File: src/hdl/tuning_defs.vh
// Constants for the voltage-synthesis tuning output block.
// Assumes the core clock rate below; all counts are derived from these in the modules.
`ifndef TUNING_DEFS_VH
`define TUNING_DEFS_VH

// Tuning word layout
`define TVS_WORD_W      14
`define TVS_HALF_W      7
`define TVS_COARSE_MSB  13
`define TVS_COARSE_LSB  7
`define TVS_FINE_MSB    6
`define TVS_FINE_LSB    0

// Reset values
`define TVS_WORD_RST    14'h0000
`define TVS_HALF_RST    7'h00
`define TVS_CNT_LAST    14'h3FFF

// Clock rates in Hz
`define TVS_CORE_CLK_HZ 40000000
`define TVS_SYS_4M_HZ   4000000
`define TVS_SYS_8M_HZ   8000000
`define TVS_REF_HZ      2000000

`endif

File: src/hdl/ref_step_div.v
// Two-stage divider: core clock to system-clock ticks, then system ticks to reference steps.
// Assumes core_clk is a whole multiple of both stage rates; ce freezes all state.
`timescale 1ns/1ps

module ref_step_div #(
  parameter SYS_DIV = 10,
  parameter REF_DIV = 2
) (
  // Clock and reset
  input  wire       core_clk,
  input  wire       rstn,
  input  wire       ce,
  // Tick outputs
  output wire       sys_tick,
  output wire       ref_tick
);

  localparam [7:0] SYS_LAST = SYS_DIV[7:0] - 8'h01;
  localparam [7:0] REF_LAST = REF_DIV[7:0] - 8'h01;

  reg [7:0] sys_cnt_q;
  reg [7:0] ref_cnt_q;
  reg       sys_tick_q;
  reg       ref_tick_q;

  assign sys_tick = sys_tick_q;
  assign ref_tick = ref_tick_q;

  always @(posedge core_clk or negedge rstn)
  begin
    if (!rstn)
    begin
      sys_cnt_q  <= 8'h00;
      ref_cnt_q  <= 8'h00;
      sys_tick_q <= 1'b0;
      ref_tick_q <= 1'b0;
    end
    else if (ce)
    begin
      sys_tick_q <= 1'b0;
      ref_tick_q <= 1'b0;
      if (sys_cnt_q == SYS_LAST)
      begin
        sys_cnt_q  <= 8'h00;
        sys_tick_q <= 1'b1;
        // Reference step is the system clock divided by two or by four
        if (ref_cnt_q == REF_LAST)
        begin
          ref_cnt_q  <= 8'h00;
          ref_tick_q <= 1'b1;
        end
        else
        begin
          ref_cnt_q <= ref_cnt_q + 8'h01;
        end
      end
      else
      begin
        sys_cnt_q <= sys_cnt_q + 8'h01;
      end
    end
  end

endmodule // ref_step_div

File: src/hdl/tuning_voltage_pwm_brm.v
// Voltage-synthesis tuning output: 14-bit word to one PWM/BRM pulse train.
// Assumes an external low-pass filter on the output and a host that writes the coarse half before the fine half.
`timescale 1ns/1ps
`include "tuning_defs.vh"

// Notes on behaviour
// - One 14-bit tuning word, written as two halves, sets the whole output.
// - One output period spans 16384 reference steps; each word count adds one high step.
// - The seven upper word bits set the coarse pulse width in each subperiod.
// - The seven lower word bits spread extra single high steps by bit-rate multiplication.
// - An all-zero word keeps the output low for the whole period.
// - Small words give a growing count of equal pulses, up to 128 per period.
// - Above 128 the pulse count stays 128 and the pulses widen.
// - Near full scale adjacent pulses merge, so the separate pulse count falls.
// - An all-ones word leaves exactly one low step per period.
// - Reference steps run at 2 MHz, the 4 MHz system clock divided by two.
// - A build option takes the same 2 MHz from an 8 MHz system clock, divided by four.
module tuning_voltage_pwm_brm #(
  parameter OPT_8MHZ = 0,
  parameter WORD_W   = `TVS_WORD_W
) (
  // Clock, reset and clock enable
  input  wire                  core_clk,
  input  wire                  rstn,
  input  wire                  ce,
  // Tuning word writes
  input  wire                  coarse_wr,
  input  wire [WORD_W/2-1:0]   coarse_data,
  input  wire                  fine_wr,
  input  wire [WORD_W/2-1:0]   fine_data,
  // Readback and status
  output wire [WORD_W/2-1:0]   coarse_rd,
  output wire [WORD_W/2-1:0]   fine_rd,
  output wire [WORD_W-1:0]     word_active,
  output wire                  update_pending,
  output wire                  period_start,
  // Tuning pin
  output wire                  tuning_voltage_output
);

  localparam HALF_W   = WORD_W / 2;
  localparam SYS_HZ   = OPT_8MHZ ? `TVS_SYS_8M_HZ : `TVS_SYS_4M_HZ;
  localparam SYS_DIV  = `TVS_CORE_CLK_HZ / SYS_HZ;
  localparam REF_DIV  = SYS_HZ / `TVS_REF_HZ;
  localparam [WORD_W-1:0] CNT_LAST = {WORD_W{1'b1}};

  // Coarse half is held until the fine half arrives, so a half-written word is never staged
  reg [HALF_W-1:0] coarse_hold_q;
  reg [WORD_W-1:0] staged_q;
  reg              pending_q;
  reg [WORD_W-1:0] active_q;
  reg [WORD_W-1:0] pos_q;
  reg              out_q;
  reg              period_start_q;

  reg [WORD_W-1:0] staged_d;
  reg              pending_d;
  reg              take_new;
  reg              out_d;

  wire             ref_tick;
  wire             wrap_step;

  assign coarse_rd             = coarse_hold_q;
  assign fine_rd               = staged_q[HALF_W-1:0];
  assign word_active           = active_q;
  assign update_pending        = pending_q;
  assign period_start          = period_start_q;
  assign tuning_voltage_output = out_q;

  // Next step position; shared by the counter and the look-ahead level
  function [WORD_W-1:0] next_pos;
    input [WORD_W-1:0] pos;
    begin
      next_pos = pos + {{(WORD_W-1){1'b0}}, 1'b1};
    end
  endfunction

  // Last step of the period, where the counter wraps
  function last_step;
    input [WORD_W-1:0] pos;
    begin
      last_step = (pos == CNT_LAST);
    end
  endfunction

  // Subperiod index with its bits in reverse order
  function [HALF_W-1:0] bit_rev;
    input [HALF_W-1:0] idx;
    integer            i;
    begin
      for (i = 0; i < HALF_W; i = i + 1)
      begin
        bit_rev[i] = idx[HALF_W-1-i];
      end
    end
  endfunction

  // Level of the output at one step of the period for a given word
  function step_high;
    input [WORD_W-1:0] pos;
    input [WORD_W-1:0] word;
    reg   [HALF_W-1:0] sub;
    reg   [HALF_W-1:0] idx;
    reg   [HALF_W-1:0] rev;
    reg   [HALF_W-1:0] coarse;
    reg   [HALF_W-1:0] fine;
    begin
      sub    = pos[HALF_W-1:0];
      idx    = pos[WORD_W-1:HALF_W];
      coarse = word[WORD_W-1:HALF_W];
      fine   = word[HALF_W-1:0];
      // Bit-reversed subperiod index spreads the extras evenly over the period
      rev    = bit_rev(idx);
      // Coarse steps high, then one extra step in 'fine' of the subperiods
      step_high = (sub < coarse) | ((sub == coarse) & (rev < fine));
    end
  endfunction

  ref_step_div #(
    .SYS_DIV (SYS_DIV),
    .REF_DIV (REF_DIV)
  ) u_div (
    .core_clk (core_clk),
    .rstn     (rstn),
    .ce       (ce),
    .sys_tick (),
    .ref_tick (ref_tick)
  );

  // Counter wrap on a reference step; a staged word can only be taken here
  assign wrap_step = ref_tick & last_step(pos_q);

  // Staging and hand-over of the tuning word
  always @*
  begin
    take_new = wrap_step & pending_q;
    staged_d = staged_q;
    if (fine_wr)
    begin
      staged_d = {(coarse_wr ? coarse_data : coarse_hold_q), fine_data};
    end
    // A fine write in the hand-over cycle stays pending for the next period
    if (fine_wr)
    begin
      pending_d = 1'b1;
    end
    else if (take_new)
    begin
      pending_d = 1'b0;
    end
    else
    begin
      pending_d = pending_q;
    end
  end

  // Output level for the step that follows
  always @*
  begin
    if (wrap_step)
    begin
      out_d = step_high({WORD_W{1'b0}}, take_new ? staged_q : active_q);
    end
    else
    begin
      out_d = step_high(next_pos(pos_q), active_q);
    end
  end

  // Write side: coarse hold, staged word and pending flag
  always @(posedge core_clk or negedge rstn)
  begin
    if (!rstn)
    begin
      coarse_hold_q <= `TVS_HALF_RST;
      staged_q      <= `TVS_WORD_RST;
      pending_q     <= 1'b0;
    end
    else if (ce)
    begin
      if (coarse_wr)
      begin
        coarse_hold_q <= coarse_data;
      end
      staged_q  <= staged_d;
      pending_q <= pending_d;
    end
  end

  // Period side: step position, active word and output level
  always @(posedge core_clk or negedge rstn)
  begin
    if (!rstn)
    begin
      active_q       <= `TVS_WORD_RST;
      pos_q          <= CNT_LAST;
      out_q          <= 1'b0;
      period_start_q <= 1'b0;
    end
    else if (ce)
    begin
      period_start_q <= 1'b0;
      if (ref_tick)
      begin
        // An all-zero word never raises the output; all ones leaves one low step
        out_q <= out_d;
        if (last_step(pos_q))
        begin
          pos_q          <= {WORD_W{1'b0}};
          period_start_q <= 1'b1;
          if (take_new)
          begin
            active_q <= staged_q;
          end
        end
        else
        begin
          pos_q <= next_pos(pos_q);
        end
      end
    end
  end

endmodule // tuning_voltage_pwm_brm

File: config.mk
export PLATFORM = sky130hd
export DESIGN_NAME = tuning_voltage_pwm_brm
export DESIGN_NICKNAME = d
export VERILOG_FILES = /design/src/hdl/ref_step_div.v /design/src/hdl/tuning_voltage_pwm_brm.v
export VERILOG_INCLUDE_DIRS = /design/src /design/src/hdl
export SDC_FILE = /design/constraint.sdc
export NUM_CORES = 1
export LEC_CHECK = 0
export ABC_AREA = 0
export BUFFER_PORTS_ARGS = -buffer_cell sky130_fd_sc_hd__buf_4
export CAP_MARGIN = 20
export CELL_PAD_IN_SITES_DETAIL_PLACEMENT = 1
export CELL_PAD_IN_SITES_GLOBAL_PLACEMENT = 1
export CORE_MARGIN = 1
export CORE_UTILIZATION = 49
export DETAILED_ROUTE_END_ITERATION = 8
export PLACE_DENSITY = 0.9
export SLEW_MARGIN = 30
export SYNTH_ARGS = -nofsm -noshare
export SYNTH_HDL_FRONTEND = slang
export SYNTH_HIERARCHICAL = 1
export SYNTH_SLANG_ARGS = --single-unit
File: constraint.sdc
create_clock -name core_clk -period 5.1 [get_ports core_clk]
set_input_delay 1.275 -clock core_clk [delete_from_list [all_inputs] [get_ports core_clk]]
set_output_delay 1.275 -clock core_clk [all_outputs]
set_load 0.02 [all_outputs]
# After elaboration in Yosys (flattened, before gate mapping)
# Cells that the tools add are included.
[word_totals]
ff_bits = 69
out_inout_bits = 31
elab_cells = 46
in_bits = 19
[classes]
n_eq_ne = 4
n_mux = 12
n_bitwise = 6
add_sub_neg = 3
order_cmp = 4
n_reduce_logical = 7
[ops]
columns = ["operator", "count"]
rows = [
  ["14-bit 2-to-1 mux", 2],
  ["8-bit by 1-bit adder with 8-bit output, second input constant", 2],
  ["8-bit 2-to-1 mux", 2],
  ["14-bit by 1-bit adder with 14-bit output, second input constant", 1],
  ["14-bit equality test, second input constant", 1],
  ["1-bit by 7-bit less-than comparator with 1-bit output, first input constant", 2],
  ["7-bit less-than comparator", 2],
  ["8-bit by 1-bit equality test with 1-bit output, second input constant", 1],
  ["8-bit by 4-bit equality test with 1-bit output, second input constant", 1],
  ["2-bit AND reduction", 4],
  ["7-bit equality test", 1],
  ["7-bit logical NOT", 1],
  ["1-bit 2-to-1 mux", 7],
  ["7-bit 2-to-1 mux", 1],
  ["1-bit AND", 4],
  ["3-bit AND reduction", 1],
  ["1-bit bitwise OR", 2],
  ["2-bit nonzero test", 1],
]

# Depth between registers and ports, before layout
# Gate-level depths: netlist (run 1).
[depth]
depth_word = 8
depth_mapped = 11
mapped_depth_nobuf = 11

# Modules after synthesis
# Netlist (run 1), hierarchy kept.
[modules_own_cells]
columns = ["module", "cells_each", "n_inst", "seq_area_each_um2", "area_each_um2"]
rows = [
  ["tuning_voltage_pwm_brm", 262, 1, 1318.8, 2817.7],
  ["ref_step_div", 76, 1, 450.4, 853.3],
]

# Worst setup path before layout (run 1)
# OpenSTA, ideal clock, no wires.
[synth_path]
kind = "register -> register"
start = "reg pos_q[2]"
end = "reg out_q, in the netlist tuning_voltage_output"
path_stages_with_launch = 12
path_slack_ns = 2.308
path_buffers = 1
arrival_time_ns = 2.725
cell_sequence = "dfstp_2 > buf_2 > nand4_2 > nor3_1 > and3_1 > xor2_1 > ha_1 > a21oi_1 > o21ai_0 > or4_1 > a41oi_2 > o221a_1"
[synth_between]
elab_chain_cells = 8
[synth_rtl]
columns = ["element", "line_no", "text"]
rows = [
  ["from (decl)", "tuning_voltage_pwm_brm.v:52", "reg [WORD_W-1:0] pos_q;"],
  ["from (signal assigned)", "tuning_voltage_pwm_brm.v:210", "pos_q <= {WORD_W{1'b0}};"],
  ["from (signal assigned)", "tuning_voltage_pwm_brm.v:219", "pos_q <= next_pos(pos_q);"],
  ["parallel branches: the longest is 7 deep, another holds 14-bit by 1-bit adder with 14-bit output", "n/a", ""],
  ["1-bit 2-to-1 mux *", "tuning_voltage_pwm_brm.v:161", "if (wrap_step)"],
  ["to (signal assigned)", "tuning_voltage_pwm_brm.v:207", "out_q <= out_d;"],
  ["to (decl)", "tuning_voltage_pwm_brm.v:53", "reg out_q;"],
]
# Mark *: on every way between the ends.
# A chain may end at the register's enable or synchronous reset.

# Worst setup path after layout (run 1)
# Same ends and word-level chain as after synthesis.

==> reports/results.ini, run 1 <==
[outcome]
status = finished, final reports clean

[drt]
totalWireLength_um = 9260
route.vias.total = 2695
drt-wirelength-per-cell_um = 19.3
route.detailed.drc = 0
dr.pass1.iters = 4
drt_iter0_drc = 121
viasPerCell = 5.61
antenna_left = 0

[setup_path]
critical_path_class = flop to flop
critPathMaxFanout = 7
ff2ff_setup_slack_ps = 2050
slowest_delay_ps = 630
path_cells = nand4_2 -> nor3_1 -> and3_1 -> xor2_1 -> ha_1 -> a21oi_1 -> o21ai_0 -> or4_1 -> a41oi_2 -> o221a_1
r2r_cells = 10
reg2reg_to = tuning_voltage_output
critPathRequiredTime_ps = 5390
startpoint_type = flop
arrival_ps = 3340
cp-end-kind = flop
cp_slowest_cell = dfstp_2
r2r-start = pos_q[2]

[cells_and_area]
final_cells = 480
nets = 413
diodes = 0
fin_area_um2 = 4200
post-route-util = 0.582
area_delta_synth_final_pct = 15.3
layout-drive-gt1-share = 0.304

[clock_tree]
clock_sinks = 69
cts_max_path_buffers = 2
post-cts-setup-buffers = 0
root_buffer = clkbuf_8
insertion_delay_ps = 360
cts.htree.levels = 3
clk_pin_slew_ps = 90
cts_tree = yes
cts_hold_buffers = 0
cts_resized = 0
cts_buffers = 9

[timing]
hold-worst-slack_ps = 481
fmax_mhz = 328
rsz0062_at_grt = no
relSlewSlack = 0.406
fin_crit_ps = 3050
fin_worst_skew_ps = 11.7
fin_tns_setup_ps = 0
final-setup-viol-count = 0
worstMarginPinSlew_ps = 884
period_share = 0.598
hold_viol = 0
drv_slew = 0
setup_ws_ps = 2050

[floorplanning]
die-width_um = 88.2
row_count = 31
io_pins = 50
start_util = 0.504
dieArea_um2 = 7770
core_area_um2 = 7210
die_h_um = 88.2

[power]
leakage_nw = 1.90
p_per_area_nw_per_um2 = 320
ir_drop_v = 0.000273
p_total_mw = 1.34

[global_route]
grt_pass1_wl_um = 15000
grt_use_total = 0.262
grt_max_degree = 70
gr-total-overflow = 0
grt_pass1_vias = 2976
grt_antenna_before_repair = 0

[yosys]
synth_fp_nets = 372
syn_inst = 335
syn_area_um2 = 3640
synth_warnings = 6
syn_area_per_cell_um2 = 10.9

[min_path]
hold_class = flop to flop
min-delay-start = u_div/ref_cnt_q[7]
hold_path_end = u_div/ref_cnt_q[7]
holdPathStages = 1

[placement]
dp_hpwl_um = 6710
gp_congestion = 0.854
post-place-ws_ps = 2080
numPortBuffers = 49
dpl_cell_area_um2 = 4010
dpl.cell_count = 464

[flow_run]
cap_violations = 0

-- state kept, by name, summed over array words and instances (netlist names) --
signal and flops:
update_pending 1, word_active 14, u_div/ref_tick 1, pos_q 14
period_start 1, u_div/ref_cnt_q 8, tuning_voltage_output 1, coarse_rd 7
staged_q 14, u_div/sys_cnt_q 8
-- critical path: cells and delay by family (launching register included) --
| family | cells | cell delay, ps |
|---|---|---|
| simple gates | 4 | 1210 |
| compound gates | 4 | 630 |
| flops | 1 | 630 |
| fa+ha+maj | 1 | 290 |
| xor+xnor | 1 | 220 |
-- area by class of cell --
class	count	area, µm²
sequential	69	1740
fill	802	3020
clock inverter	7	56.3
clock buffer	9	124
inverter	21	78.8
timing repair buffer	49	372
tap	99	124
multi-input combinational	226	1700
-- layout by cell type, fill, tap and decap left out, types with 3 or more instances in the layout --
cell type,instances
inv_6,3
nand4_1,15
nor4_1,8
buf_4,48
mux2_2,28
clkbuf_8,9
xnor2_1,18
inv_1,21
nand2_1,34
o31ai_1,3
nor3_1,5
a21oi_1,4
dfrtp_1,55
mux2i_1,8
o21ai_0,18
and3_1,3
xor2_1,11
ha_1,18
nand3_1,10
dfstp_2,14
nor2_1,12
-- worst max-delay path by stage --
stage / from / endpoint / slack, ps
2_1_floorplan: pos_q[2] / tuning_voltage_output / 2310
3_3_place_gp: ce / tuning_voltage_output / 2230
3_5_place_dp: pos_q[2] / tuning_voltage_output / 2080
4_1_cts: pos_q[2] / tuning_voltage_output / 2040
5_1_grt: pos_q[0] / tuning_voltage_output / 1810
6_report: pos_q[2] / tuning_voltage_output / 2050
-- metal layers --
metal	GRT usage	share of wire	vias up
met5	0	0	-
met4	0.0953	0.020	0
met3	0.0594	0.034	21
met2	0.464	0.52	63
met1	0.310	0.42	1348
li1	-	-	1263
-- power by group --
group          internal, mW  switching (mW)  leakage (nW)
logic                 0.107           0.121         0.963
registers             0.613          0.0795         0.848
clock network         0.182           0.242        0.0906
No activity file was read; power rests on OpenSTA's default activity.
==> inputs of run 2 (changes only) <==
ABC_AREA = 1   (was 0)
CORE_UTILIZATION = 39   (was 49)
PLACE_DENSITY = 0.82   (was 0.9)
clock period = 2.5 ns   (was 5.1 ns; I/O delays follow)
==> reports/results.ini, run 2 <==
[setup_path]
critPathMaxFanout = 4  ; was 7
cp-end-kind = flop  ; unchanged
arrival_ps = 2690  ; was 3340 ps
startpoint_type = flop  ; unchanged
critical_path_class = flop to flop  ; unchanged
r2r_cells = 18  ; was 10
path_buf_inv = 3  ; was 0
cp_slowest_cell = dfstp_2  ; unchanged
ff2ff_setup_slack_ps = 60  ; was 2050 ps
slowest_delay_ps = 560  ; was 630 ps
r2r-start = pos_q[1]  ; was pos_q[2]
cp_top_family = simple AND/OR/NAND/NOR gates  ; unchanged
critical_path.most_common_cell = nand2_1
reg2reg_to = tuning_voltage_output  ; unchanged
path_cells = nand2_1 -> inv_1 -> nand4_1 -> nor2_1 -> nand2_1 -> nor3_2 -> xor2_1 -> inv_1 -> ha_4 -> nand2_2 -> inv_2 -> nand2_2 -> nand2_1 -> nand2_1 -> nand2_1 -> nand2_1 -> nand3_1 -> nand2_1  ; was nand4_2 -> nor3_1 -> and3_1 -> xor2_1 -> ha_1 -> a21oi_1 -> o21ai_0 -> or4_1 -> a41oi_2 -> o221a_1
critPathRequiredTime_ps = 2740  ; was 5390 ps

[global_route]
gr-total-overflow = 0  ; unchanged
grt_max_degree = 42  ; was 70
grt_pass1_wl_um = 18600  ; was 15000 µm
grt_pass1_vias = 3793  ; was 2976
grt_use_total = 0.217  ; was 0.262
grt_antenna_before_repair = 0  ; unchanged

[drt]
route.detailed.drc = 0  ; unchanged
viasPerCell = 5.06  ; was 5.61
drt-wirelength-per-cell_um = 15.3  ; was 19.3 µm
totalWireLength_um = 11100  ; was 9260 µm
drt_iter0_drc = 132  ; was 121
route.vias.total = 3660  ; was 2695
dr.pass1.iters = 4  ; unchanged
antenna_left = 0  ; unchanged

[cells_and_area]
diodes = 0  ; unchanged
final_common_cell = nand2_1  ; was dfrtp_1
layout-drive-gt1-share = 0.190  ; was 0.304
fin_area_um2 = 4770  ; was 4200 µm²
final_cells = 724  ; was 480
area_delta_synth_final_pct = 18.8  ; was 15.3%
n_fill_cell = 1271  ; was 802
nets = 623  ; was 413
final_cell_mix = nand2_1, buf_4, inv_1  ; was dfrtp_1, buf_4, nand2_1

[timing]
final-setup-viol-count = 0  ; unchanged
drv_slew = 0  ; unchanged
fin_worst_skew_ps = 7.21  ; was 11.7 ps
period_share = 0.978  ; was 0.598
fmax_mhz = 409  ; was 328 MHz
hold_viol = 0  ; unchanged
fin_crit_ps = 2440  ; was 3050 ps
rsz0062_at_grt = yes  ; was no
worstMarginPinSlew_ps = 543  ; was 884 ps
relSlewSlack = 0.638  ; was 0.406

[power]
leakage_nw = 2.53  ; was 1.90 nW
p_per_area_nw_per_um2 = 577  ; was 320 nW/µm²
ir_drop_v = 0.000433  ; was 0.000273 V

[floorplanning]
die-width_um = 104  ; was 88.2 µm
start_util = 0.407  ; was 0.504
die_h_um = 104  ; was 88.2 µm
core_area_um2 = 9860  ; was 7210 µm²
row_count = 36  ; was 31
dieArea_um2 = 10700  ; was 7770 µm²
io_pins = 50  ; unchanged

[clock_tree]
clk_pin_slew_ps = 80  ; was 90 ps
cts_max_path_buffers = 2  ; unchanged
cts_tree = yes  ; unchanged
cts.htree.levels = 3  ; unchanged
clock_sinks = 69  ; unchanged
insertion_delay_ps = 350  ; was 360 ps
root_buffer = clkbuf_8  ; unchanged
cts_buffers = 9  ; unchanged

[flow_run]
cap_violations = 0  ; unchanged

[yosys]
syn_area_um2 = 4020  ; was 3640 µm²
syn_inst = 536  ; was 335
synth_warnings = 6  ; unchanged
syn_area_per_cell_um2 = 7.50  ; was 10.9 µm²
synth_fp_nets = 573  ; was 372

[outcome]
status = finished, final reports clean  ; unchanged

[placement]
dpl.cell_count = 704  ; was 464
dpl_cell_area_um2 = 4500  ; was 4010 µm²
numPortBuffers = 49  ; unchanged
dp_hpwl_um = 8060  ; was 6710 µm
gp_congestion = 0.832  ; was 0.854

[min_path]
hold_class = input pin to async pin  ; was flop to flop

## run 2: changes by cell type in the layout (fill, tap and decap cells not counted), moves of 5 or more
cell     before  now
inv_2         0    5
nor4_1        8    1
nand2_2       0    5
mux2_2       28    0
o21ai_0      18   30
inv_1        21   59
a21oi_1       4   14
nand2_1      34  180
xnor2_1      18    2
nor2_1       12   49
nand3_1      10   24
mux2i_1       8    0
buf_4        48   60
## run 2: metal layers
layer | up-vias | wire length, µm | part of all wire | global-route usage
li1 | 1791 | - | - | -
met1 | 1804 | 4920 | 0.44 | 0.263
met2 | 54 | 5690 | 0.51 | 0.384
met3 | 11 | 299 | 0.027 | 0.0378
met4 | 0 | 155 | 0.014 | 0.0828
met5 | - | 0 | 0 | 0
## run 2: how the worst max path moves through the flow
| stage | to | slack, ps | cells after the start | start |
|---|---|---|---|---|
| floorplan | tuning_voltage_output | 270 | 18 | pos_q[2] |
| global placement | tuning_voltage_output | 210 | 16 | pos_q[1] |
| detailed placement | tuning_voltage_output | 120 | 12 | pos_q[0] |
| CTS | tuning_voltage_output | 40 | 18 | pos_q[1] |
| global route | tuning_voltage_output | -140 | 18 | pos_q[1] |
| finish | tuning_voltage_output | 60 | 18 | pos_q[1] |
## run 2: what timing repair did
| item | in CTS | in global routing |
|---|---|---|
| hold buffers | 0 | 0 |
| gates resized for setup | 0 | 8 |
| buffers inserted | 0 | 4 |
| endpoints found under the setup margin | 0 | 1 |
## run 2: through the flow
step / util / hold WS, ps / worst slack [ps] / power (mW) / TNS [ps]
6_report: 0.484 / 211 / 55.1 / 2.76 / 0
5_1_grt: 0.484 / 225 / -144 / 2.91 / -144
4_1_cts: 0.478 / 210 / 39.4 / 2.78 / 0
3_5_place_dp: 0.456 / 466 / 116 / 1.74 / 0
3_3_place_gp: 0.456 / 465 / 209 / 1.71 / 0
2_1_floorplan: - / 329 / 274 / 1.59 / 0
## run 2: worst register-to-register path, cell delays in order (launching register included)
cell     delay, ps
dfstp_2        560
nand2_1         60
inv_1           40
nand4_1        140
nor2_1         150
nand2_1         90
nor3_2         200
xor2_1         210
inv_1          120
ha_4           300
nand2_2         50
inv_2           50
nand2_2         40
nand2_1         60
nand2_1         50
nand2_1         50
nand2_1         50
nand3_1         60
nand2_1         50
## run 2: power by group
part	internal (mW)	switching (mW)	total [mW]	leakage, nW
Clock	0.589	0.453	1.04	0.107
Combinational	0.158	0.239	0.397	1.62
Sequential	1.22	0.0948	1.32	0.803
## run 2: area by class of cell
class                      count  area (µm²)  share of cell area
sequential                    69        1740               0.365
timing repair buffer          61         470              0.0986
inverter                      64         240              0.0503
clock buffer                  12         145              0.0304
clock inverter                 4        72.6              0.0152
tap                          133         166              0.0349
multi-input combinational    381        1930               0.405
